$ cat config.mk
export PLATFORM = sky130hd
export DESIGN_NAME = rijump_unit
export DESIGN_NICKNAME = d
export VERILOG_FILES = /design/src/verilog/rijump_pkg.sv /design/src/verilog/rijump_unit.sv
export SDC_FILE = /design/constraint.sdc
export NUM_CORES = 1
export LEC_CHECK = 0
export BUFFER_PORTS_ARGS = -buffer_cell sky130_fd_sc_hd__buf_2
export CAP_MARGIN = 20
export CORE_UTILIZATION = 54
export CTS_BUF_LIST = sky130_fd_sc_hd__clkbuf_2
export CTS_CLUSTER_DIAMETER = 60
export DETAILED_ROUTE_END_ITERATION = 8
export GPL_TIMING_DRIVEN = 1
export PLACE_DENSITY = 0.88
export SLEW_MARGIN = 20
export SYNTH_ARGS = -nofsm -noshare
export SYNTH_HDL_FRONTEND = slang
export SYNTH_SLANG_ARGS = --single-unit
$ cat constraint.sdc
create_clock -name clk_i -period 2.7 [get_ports clk_i]
set_input_delay 0.27 -clock clk_i [delete_from_list [all_inputs] [get_ports clk_i]]
set_output_delay 0.27 -clock clk_i [all_outputs]
set_load 0.005 [all_outputs]
$ cat src/verilog/rijump_pkg.sv
// rijump_pkg: encodings, field positions and reset values of the register indirect jump unit
// ----------------------------------------------------------------------------
// Function
// - indexed major opcode, zero source field, is compact jump
// - target is index register plus sign-extended offset
// - compressed set: mode from bit 0, clear bit 0
// - compact jump always taken, next instruction squashed
// - newer release: no legacy load on indexed opcode
// - compact jump always present in newer release
// - legacy register jump: function 001000, zero field
// - newer release uses function 001001, legacy reserved
// - register jump executes one delay-slot instruction first
// - no compressed set: low two bits misaligned error
// - compressed set: bit 0 zero, bit 1 one errors
// - newer release: control transfer in slot reserved
// - hint zero default; hint bit 10 requests barrier
// ----------------------------------------------------------------------------
package rijump_pkg;

    // ------------------------------------------------------------------------
    // instruction fields
    // ------------------------------------------------------------------------
    localparam int OPCODE_MSB = 31;
    localparam int OPCODE_LSB = 26;
    localparam int SRC_MSB = 25;
    localparam int SRC_LSB = 21;
    localparam int IDX_MSB = 20;
    localparam int IDX_LSB = 16;
    localparam int DST_MSB = 15;
    localparam int DST_LSB = 11;
    localparam int HINT_BARRIER_BIT = 10;
    localparam int FUNCT_MSB = 5;
    localparam int FUNCT_LSB = 0;

    // ------------------------------------------------------------------------
    // encodings
    // ------------------------------------------------------------------------
    localparam logic [5:0] OP_REGISTER_FORMAT = 6'h00;
    localparam logic [5:0] OP_REGIMM = 6'h01;
    localparam logic [5:0] OP_JUMP = 6'h02;
    localparam logic [5:0] OP_JUMP_LINK = 6'h03;
    localparam logic [3:0] OP_BRANCH_GROUP = 4'h1; // opcodes 0001xx
    localparam logic [5:0] OP_INDEXED_JUMP = 6'h36;
    localparam logic [5:0] OP_INDEXED_JUMP_LINK = 6'h3e;
    localparam logic [5:0] FUNCT_JUMP_REG_LEGACY = 6'h08;
    localparam logic [5:0] FUNCT_JUMP_REG_LINK = 6'h09;
    localparam logic [4:0] FIELD_ZERO = 5'h00;
    localparam logic [9:0] LEGACY_ZERO_FIELD = 10'h000;

    // ------------------------------------------------------------------------
    // reset values
    // ------------------------------------------------------------------------
    localparam logic [31:0] TARGET_RESET = 32'h0000_0000;
    localparam logic ISA_MODE_RESET = 1'b0;

    // ------------------------------------------------------------------------
    // sequencer states
    // ------------------------------------------------------------------------
    typedef enum logic [1:0] {
        RIJ_IDLE = 2'b01,
        RIJ_SLOT = 2'b10
    } rijump_state_type;

endpackage : rijump_pkg

$ cat src/verilog/rijump_unit.sv
// rijump_unit: decode and execute of the compact indexed jump and the register jump
module rijump_unit
    import rijump_pkg::*;
#(
    parameter int XLEN = 32
) (
    // clock and reset
    input wire logic clk_i,
    input wire logic rst_n_i,
    // configuration straps
    input wire logic newer_release_i,
    input wire logic release2_i,
    input wire logic compressed_isa_i,
    // instruction from decode stage with register operands
    input wire logic instr_valid_i,
    input wire logic [31:0] instr_i,
    input wire logic [XLEN-1:0] index_reg_value_i,
    input wire logic [XLEN-1:0] source_reg_value_i,
    // program counter update
    output logic pc_load_o,
    output logic [XLEN-1:0] pc_target_o,
    output logic instruction_set_mode_bit_o,
    output logic squash_next_o,
    output logic barrier_o,
    // exceptions and side decodes
    output logic addr_error_o,
    output logic [XLEN-1:0] addr_error_addr_o,
    output logic reserved_instr_o,
    output logic branch_if_zero_compact_o,
    output logic legacy_cop2_doubleword_load_o,
    output logic in_delay_slot_o
);

    // ------------------------------------------------------------------------
    // helpers
    // ------------------------------------------------------------------------

    // any branch or jump, used to police the delay slot
    function automatic logic is_cti(input logic [31:0] ins);
        logic [5:0] op;
        logic [5:0] fn;
        op = ins[OPCODE_MSB:OPCODE_LSB];
        fn = ins[FUNCT_MSB:FUNCT_LSB];
        is_cti = (op == OP_REGIMM) || (op == OP_JUMP) || (op == OP_JUMP_LINK)
            || (op[5:2] == OP_BRANCH_GROUP) || (op == OP_INDEXED_JUMP)
            || (op == OP_INDEXED_JUMP_LINK)
            || ((op == OP_REGISTER_FORMAT)
                && ((fn == FUNCT_JUMP_REG_LEGACY) || (fn == FUNCT_JUMP_REG_LINK)));
    endfunction : is_cti

    // fetch alignment check of a raw target, before bit 0 is cleared
    function automatic logic misaligned(input logic [1:0] low, input logic comp);
        misaligned = comp ? (!low[0] && low[1]) : (low != 2'b00);
    endfunction : misaligned

    // ------------------------------------------------------------------------
    // field decode
    // ------------------------------------------------------------------------
    wire logic [5:0] opcode = instr_i[OPCODE_MSB:OPCODE_LSB];
    wire logic [5:0] funct = instr_i[FUNCT_MSB:FUNCT_LSB];
    wire logic [4:0] src_field = instr_i[SRC_MSB:SRC_LSB];
    wire logic [4:0] idx_field = instr_i[IDX_MSB:IDX_LSB];
    wire logic [4:0] dst_field = instr_i[DST_MSB:DST_LSB];
    wire logic is_indexed_op = (opcode == OP_INDEXED_JUMP);
    wire logic is_reg_fmt = (opcode == OP_REGISTER_FORMAT);

    // indexed opcode is the compact pair only in the newer release
    wire logic dec_compact = is_indexed_op && newer_release_i
        && (src_field == FIELD_ZERO);
    wire logic dec_branch_if_zero_compact = is_indexed_op && newer_release_i
        && (src_field != FIELD_ZERO);
    wire logic dec_legacy_load = is_indexed_op && !newer_release_i;

    // register jump encodings differ between releases
    wire logic dec_jr_legacy = is_reg_fmt && !newer_release_i
        && (funct == FUNCT_JUMP_REG_LEGACY)
        && (instr_i[IDX_MSB:DST_LSB] == LEGACY_ZERO_FIELD);
    wire logic dec_jr_newer = is_reg_fmt && newer_release_i
        && (funct == FUNCT_JUMP_REG_LINK) && (idx_field == FIELD_ZERO)
        && (dst_field == FIELD_ZERO);
    wire logic dec_jr_removed = is_reg_fmt && newer_release_i
        && (funct == FUNCT_JUMP_REG_LEGACY);
    wire logic dec_jr = dec_jr_legacy || dec_jr_newer;

    // hint zero is plain handling; the upper hint bit asks for a barrier
    wire logic dec_barrier = (release2_i || newer_release_i)
        && instr_i[HINT_BARRIER_BIT];

    // ------------------------------------------------------------------------
    // target formation
    // ------------------------------------------------------------------------

    // offset added unshifted so tag bits in the low end can be cancelled
    wire logic [XLEN-1:0] offset_ext = {{(XLEN-16){instr_i[15]}}, instr_i[15:0]};
    wire logic [XLEN-1:0] compact_raw = index_reg_value_i + offset_ext;
    wire logic [XLEN-1:0] compact_pc = compressed_isa_i
        ? {compact_raw[XLEN-1:1], 1'b0} : compact_raw;
    wire logic compact_mode = compressed_isa_i ? compact_raw[0]
        : instruction_set_mode_bit_o;
    wire logic compact_bad = misaligned(compact_raw[1:0], compressed_isa_i);

    wire logic [XLEN-1:0] jr_pc = compressed_isa_i
        ? {source_reg_value_i[XLEN-1:1], 1'b0} : source_reg_value_i;
    wire logic jr_mode = compressed_isa_i ? source_reg_value_i[0]
        : instruction_set_mode_bit_o;
    wire logic jr_bad = misaligned(source_reg_value_i[1:0], compressed_isa_i);

    // ------------------------------------------------------------------------
    // sequencer state and pending jump
    // ------------------------------------------------------------------------
    rijump_state_type state_reg;
    rijump_state_type state_next;
    logic [XLEN-1:0] pend_pc_reg;
    logic pend_mode_reg;
    logic pend_bad_reg;
    logic pend_barrier_reg;
    logic err_pend_reg;

    wire logic idle = (state_reg == RIJ_IDLE);
    wire logic take_compact = idle && instr_valid_i && dec_compact;
    wire logic take_jr = idle && instr_valid_i && dec_jr;
    wire logic slot_arrive = (state_reg == RIJ_SLOT) && instr_valid_i;
    // the legacy release leaves a slot transfer undefined, so it is not policed
    wire logic slot_cti = slot_arrive && newer_release_i && is_cti(instr_i);
    wire logic slot_done = slot_arrive && !slot_cti;

    // next state: a register jump waits for exactly one slot instruction
    always_comb begin
        state_next = state_reg;
        unique case (state_reg)
            RIJ_IDLE: begin
                if (take_jr) begin
                    state_next = RIJ_SLOT;
                end
            end
            RIJ_SLOT: begin
                if (slot_arrive) begin
                    state_next = RIJ_IDLE;
                end
            end
        endcase
    end

    // sequencer registers
    always_ff @(posedge clk_i) begin
        if (!rst_n_i) begin
            state_reg <= RIJ_IDLE;
        end else begin
            state_reg <= state_next;
        end
    end

    // capture the register jump target when it is decoded
    always_ff @(posedge clk_i) begin
        if (!rst_n_i) begin
            pend_pc_reg <= TARGET_RESET;
            pend_mode_reg <= ISA_MODE_RESET;
            pend_bad_reg <= 1'b0;
            pend_barrier_reg <= 1'b0;
        end else if (take_jr) begin
            pend_pc_reg <= jr_pc;
            pend_mode_reg <= jr_mode;
            pend_bad_reg <= jr_bad;
            pend_barrier_reg <= dec_barrier;
        end
    end

    // ------------------------------------------------------------------------
    // program counter update
    // ------------------------------------------------------------------------
    wire logic load_now = take_compact || slot_done;
    wire logic bad_now = take_compact ? compact_bad : (slot_done && pend_bad_reg);

    // compact jump loads at once; register jump after its slot instruction
    always_ff @(posedge clk_i) begin
        if (!rst_n_i) begin
            pc_load_o <= 1'b0;
            pc_target_o <= TARGET_RESET;
            instruction_set_mode_bit_o <= ISA_MODE_RESET;
            squash_next_o <= 1'b0;
            barrier_o <= 1'b0;
            err_pend_reg <= 1'b0;
        end else begin
            pc_load_o <= load_now;
            squash_next_o <= take_compact;
            barrier_o <= slot_done && pend_barrier_reg;
            err_pend_reg <= load_now && bad_now;
            if (take_compact) begin
                pc_target_o <= compact_pc;
                instruction_set_mode_bit_o <= compact_mode;
            end else if (slot_done) begin
                pc_target_o <= pend_pc_reg;
                instruction_set_mode_bit_o <= pend_mode_reg;
            end
        end
    end

    // ------------------------------------------------------------------------
    // exceptions and side decodes
    // ------------------------------------------------------------------------

    // the error belongs to the target fetch, one cycle after the update
    always_ff @(posedge clk_i) begin
        if (!rst_n_i) begin
            addr_error_o <= 1'b0;
            addr_error_addr_o <= TARGET_RESET;
        end else begin
            addr_error_o <= err_pend_reg;
            if (err_pend_reg) begin
                addr_error_addr_o <= pc_target_o;
            end
        end
    end

    // a slot violation cancels the pending jump; the exception takes over
    always_ff @(posedge clk_i) begin
        if (!rst_n_i) begin
            reserved_instr_o <= 1'b0;
            branch_if_zero_compact_o <= 1'b0;
            legacy_cop2_doubleword_load_o <= 1'b0;
            in_delay_slot_o <= 1'b0;
        end else begin
            reserved_instr_o <= slot_cti || (idle && instr_valid_i && dec_jr_removed);
            branch_if_zero_compact_o <= idle && instr_valid_i && dec_branch_if_zero_compact;
            legacy_cop2_doubleword_load_o <= idle && instr_valid_i && dec_legacy_load;
            in_delay_slot_o <= slot_arrive;
        end
    end

endmodule : rijump_unit
==> summary.md <==
| Metric | Value |
|---|---|
| Setup TNS | 0 ps |
| DRC viols | 0 |
| Number of CTS-inserted buffers | 9 |
| Initial antenna violation count | 1 |
| Gr usage total | 31.15% |
| Fin util | between 60% and 70% |
| CP bufs+invs | 1 |
| Post-Syn Area | slightly below 6000 um2 |
| Slew @ Worst Pin | around 1000 ps |
| Largest family of logic cells by synthesized area | compound AO/OA/AOI/OAI gates |
| Sw Pwr | 0.0009119 W |
| TritonRoute pass-1 iters | 5 |
| GPL Wtd Cong | between 0.8 and 0.9 |
| Vias in the first global route | ~5600 |
| Initial DRC Count | about 580 |
| Clock sink count | between 100 and 150 |
| Std cell rows | 37 |
| Final Instance Area | ~7300 um2 |
| Share of flip-flops with an asynchronous set or reset | 0% |
| Total gr overflow | 0 |
| Fmax | approximately 0.45 GHz |
| HPWL after DPL | approximately 12000 um |
| Crit Path Category | reg -> reg |
| Final setup viols | 0 |
| Slowest stage cell, crit path | dfxtp_1 |
| Outcome | completed |
| Tot Pwr | ~0.003 W |
| Postcts setup bufs | 0 |
| Largest net degree at the start of global routing | between 100 and 150 |
| Synth Register Bits | around 110 |
| XOR/XNOR Fraction of Synth Area | 3.120% |
| Ys Warns | 0 |
| Fillers | around 840 |
| RSZ-0062 raised after global routing | no |
| Fin Clk Skew | 32.99 ps |
| Die Area | around 11000 um2 |
| WHS | between 15 and 20 ps |
| Startpoint types | flop |
| Clock latency on the worst-skew pair | 580 ps |
| Compound-cell area share of the yosys netlist | roughly 22% |
| Vias | between 6000 and 7000 |
| Hold Violations, Final | 0 |
| Commonest non-fill, non-tap cell in the layout | buf_2 |
| Worst-path maximum fanout | 31 |
| Syn nets | 845 |
| Worst IR drop on VDD | around 0.00020 V |
| Max transition margin | between 30% and 40% |
| WP data required | 3150 ps |
| # port buffers | between 150 and 200 |
| HP Class | in -> reg |
| Routed WL | approximately 18000 um |
| Largest stage delay, worst path | 420 ps |
| Initial core utilization | between 50% and 60% |
| First-pass GRT wire length | between 20000 and 30000 um |
| Mux cell area share after synthesis | 6.156% |
| Internal | ~0.0020 W |
| CTS H-Tree Depth | 3 |
| Minimum clock period | approximately 2200 ps |
| Unique masters post-synth | slightly below 70 |
| ANT nets after route | 0 |
| Synth Area in Adders | just under 7% |
| CTS root buf | clkbuf_2 |
| Register Area | around 2200 um2 |
| Worst path cell trace | nor2b_1 > nand4_1 > nor2_4 > nor2_2 > buf_12 > a22oi_1 > o221ai_1 |
| Post-synth EDFFs | 0 |
| DR WL/cell | 17.13 um |
| Max-Cap Viols | 0 |
| Pleak | between 3 and 4 nW |
| Data arrival time of the worst path | 2650 ps |
| Multi-input combinational cell area | approximately 3400 um2 |
| Post-Syn Area per Cell | 8.290 um2 |
| CP Capture Type | flop |
| Vias per cell | about 5.8 |
| Post-Synthesis Cells | a little over 700 |
| Sequential share of power | 55.8% |
| Ports | roughly 180 |
| Height of the die | roughly 110 um |
| Area share of and/or/nand/nor cells after synthesis | approximately a fifth |
| Fraction of layout cells with a size suffix above 1 | 25.39% |
| Core area | about 10000 um2 |
| Clock Tree Buf Depth | 2 |
| Register area share after synthesis | between 30% and 40% |
| Die width | roughly 110 um |
| Final Max Tran Viols | 0 |
| Ys flop type | dfxtp_1 |
| Clk pin slew, worst setup/hold paths | ~280 ps |
| CP delay by family, top | simple AND/OR/NAND/NOR gates |
| Cells resized by post-CTS repair | 0 |
| Most frequent cells in the layout | buf_2 (174), nand2_1 (110), dfxtp_1 (110) |
| Power Dens Cells | between 400 and 500 nW/um2 |
| Area after DPL | about 6900 um2 |
| Comb power frac | between 20% and 30% |
| Syn-to-layout area delta | 24.18% |
| Final worst path period share | 81.50% |
| Sw Ratio | 30.80% |
| # nets final | 1031 |
| CTS tree | done |
| Clk network pwr share | a little under a quarter |
==> metal layers <==
layer / global-route usage [%] / share of wire, % / vias up / wire (um)
li1: - / - / 2914 / -
met1: 41.54 / 42 / 2787 / 7513
met2: 52.04 / 48 / 302 / 8570
met3: 3.495 / 7.1 / 42 / 1258
met4: 11.15 / 2.5 / 0 / 452
met5: 0 / 0 / - / 0
==> final timing paths <==
check	from	to	slack, ps	cells past startpoint
worst min register to register	pend_pc_reg[5]$_SDFFE_PN0P_	pend_pc_reg[5]$_SDFFE_PN0P_	480	2
worst max-delay path	state_reg[0]$_SDFFE_PN1P_	pc_target_o[16]$_SDFFE_PN0P_	500	7
worst min-delay path	compressed_isa_i	pend_mode_reg$_SDFFE_PN0P_	20	3
worst max register to register	state_reg[0]$_SDFFE_PN1P_	pc_target_o[16]$_SDFFE_PN0P_	500	7
==> worst reg2reg max path: cells and delay by family (launching register included) <==
family / cells / cell delay, ps
AO/OA/AOI/OAI: 2 / 490
flip-flops: 1 / 420
AND/OR/NAND/NOR: 4 / 1000
buffers and inverters: 1 / 170
==> area by class of cell <==
| cell class | instances | area share (%) |
|---|---|---|
| antenna | 1 | 0.03419 |
| clock buffer | 9 | 0.6154 |
| clock inverter | 7 | 0.6496 |
| inverter | 14 | 0.7350 |
| multi-input combinational | 541 | 47.08 |
| sequential | 111 | 30.38 |
| tap | 136 | 2.325 |
| timing repair buffer | 220 | 18.19 |
==> synthesized netlist by cell type (2+ instances only) <==
cell,n,area share [%]
nor2_4,2,0.38
nand2_1,110,7.0
o21ai_2,3,0.45
mux2i_1,34,5.8
a22oi_1,29,3.7
nor2_1,60,3.8
o22ai_1,6,0.64
o211ai_1,3,0.38
a21o_2,2,0.30
nor4_1,3,0.32
xor2_1,6,0.89
o21bai_1,6,0.76
and2_1,2,0.21
and4b_1,2,0.34
a31oi_1,7,0.74
buf_2,13,1.1
nor3_1,6,0.51
nand3b_1,4,0.51
a21oi_2,3,0.45
a21oi_1,91,7.7
o21a_1,2,0.25
nand4b_1,2,0.30
o21ai_1,4,0.34
mux2_2,2,0.38
nand2b_1,2,0.21
dfxtp_1,111,38
ha_1,31,6.6
or4_1,2,0.25
buf_1,3,0.19
inv_1,13,0.83
a21o_1,9,1.1
nand4_1,15,1.6
nand3_1,19,1.6
o221ai_1,4,0.59
or3_1,3,0.32
clkbuf_1,27,1.7
and3_1,8,0.85
o21ai_0,15,1.3
xnor2_1,15,2.2
nor2b_1,4,0.42
==> stage by stage <==
step,worst slack (ps),cells
after detailed placement,177.8,986
after global routing,460.2,1039
after CTS,588.7,1038
after global placement,222.8,986
final,499.6,1039
after floorplan,498.5,711
==> power groups by stage <==
stage | clock network [W] | logic [W] | registers, W
finish | 0.000677 | 0.000631 | 0.00165
global route | 0.000728 | 0.000687 | 0.00165
CTS | 0.000670 | 0.000614 | 0.00165
detailed placement | 0 | 0.000571 | 0.00168
global placement | 0 | 0.000564 | 0.00168
floorplan | 0 | 0.000392 | 0.00168
==> kinds of logic after synthesis <==
family | count (synthesis)
XOR/XNOR | 21
AND/OR/NAND/NOR | 253
buffers and inverters | 59
adder cells (fa/ha/maj) | 32
multiplexers | 36
flip-flops | 111
AO/OA/AOI/OAI | 199
==> repair_timing <==
item | 4_1_cts | 5_1_grt
endpoints found under the hold margin | 37 | 0
hold buffers | 36 | 0
endpoints found under the setup margin | 0 | 0
(Power assumes the default switching activity.)
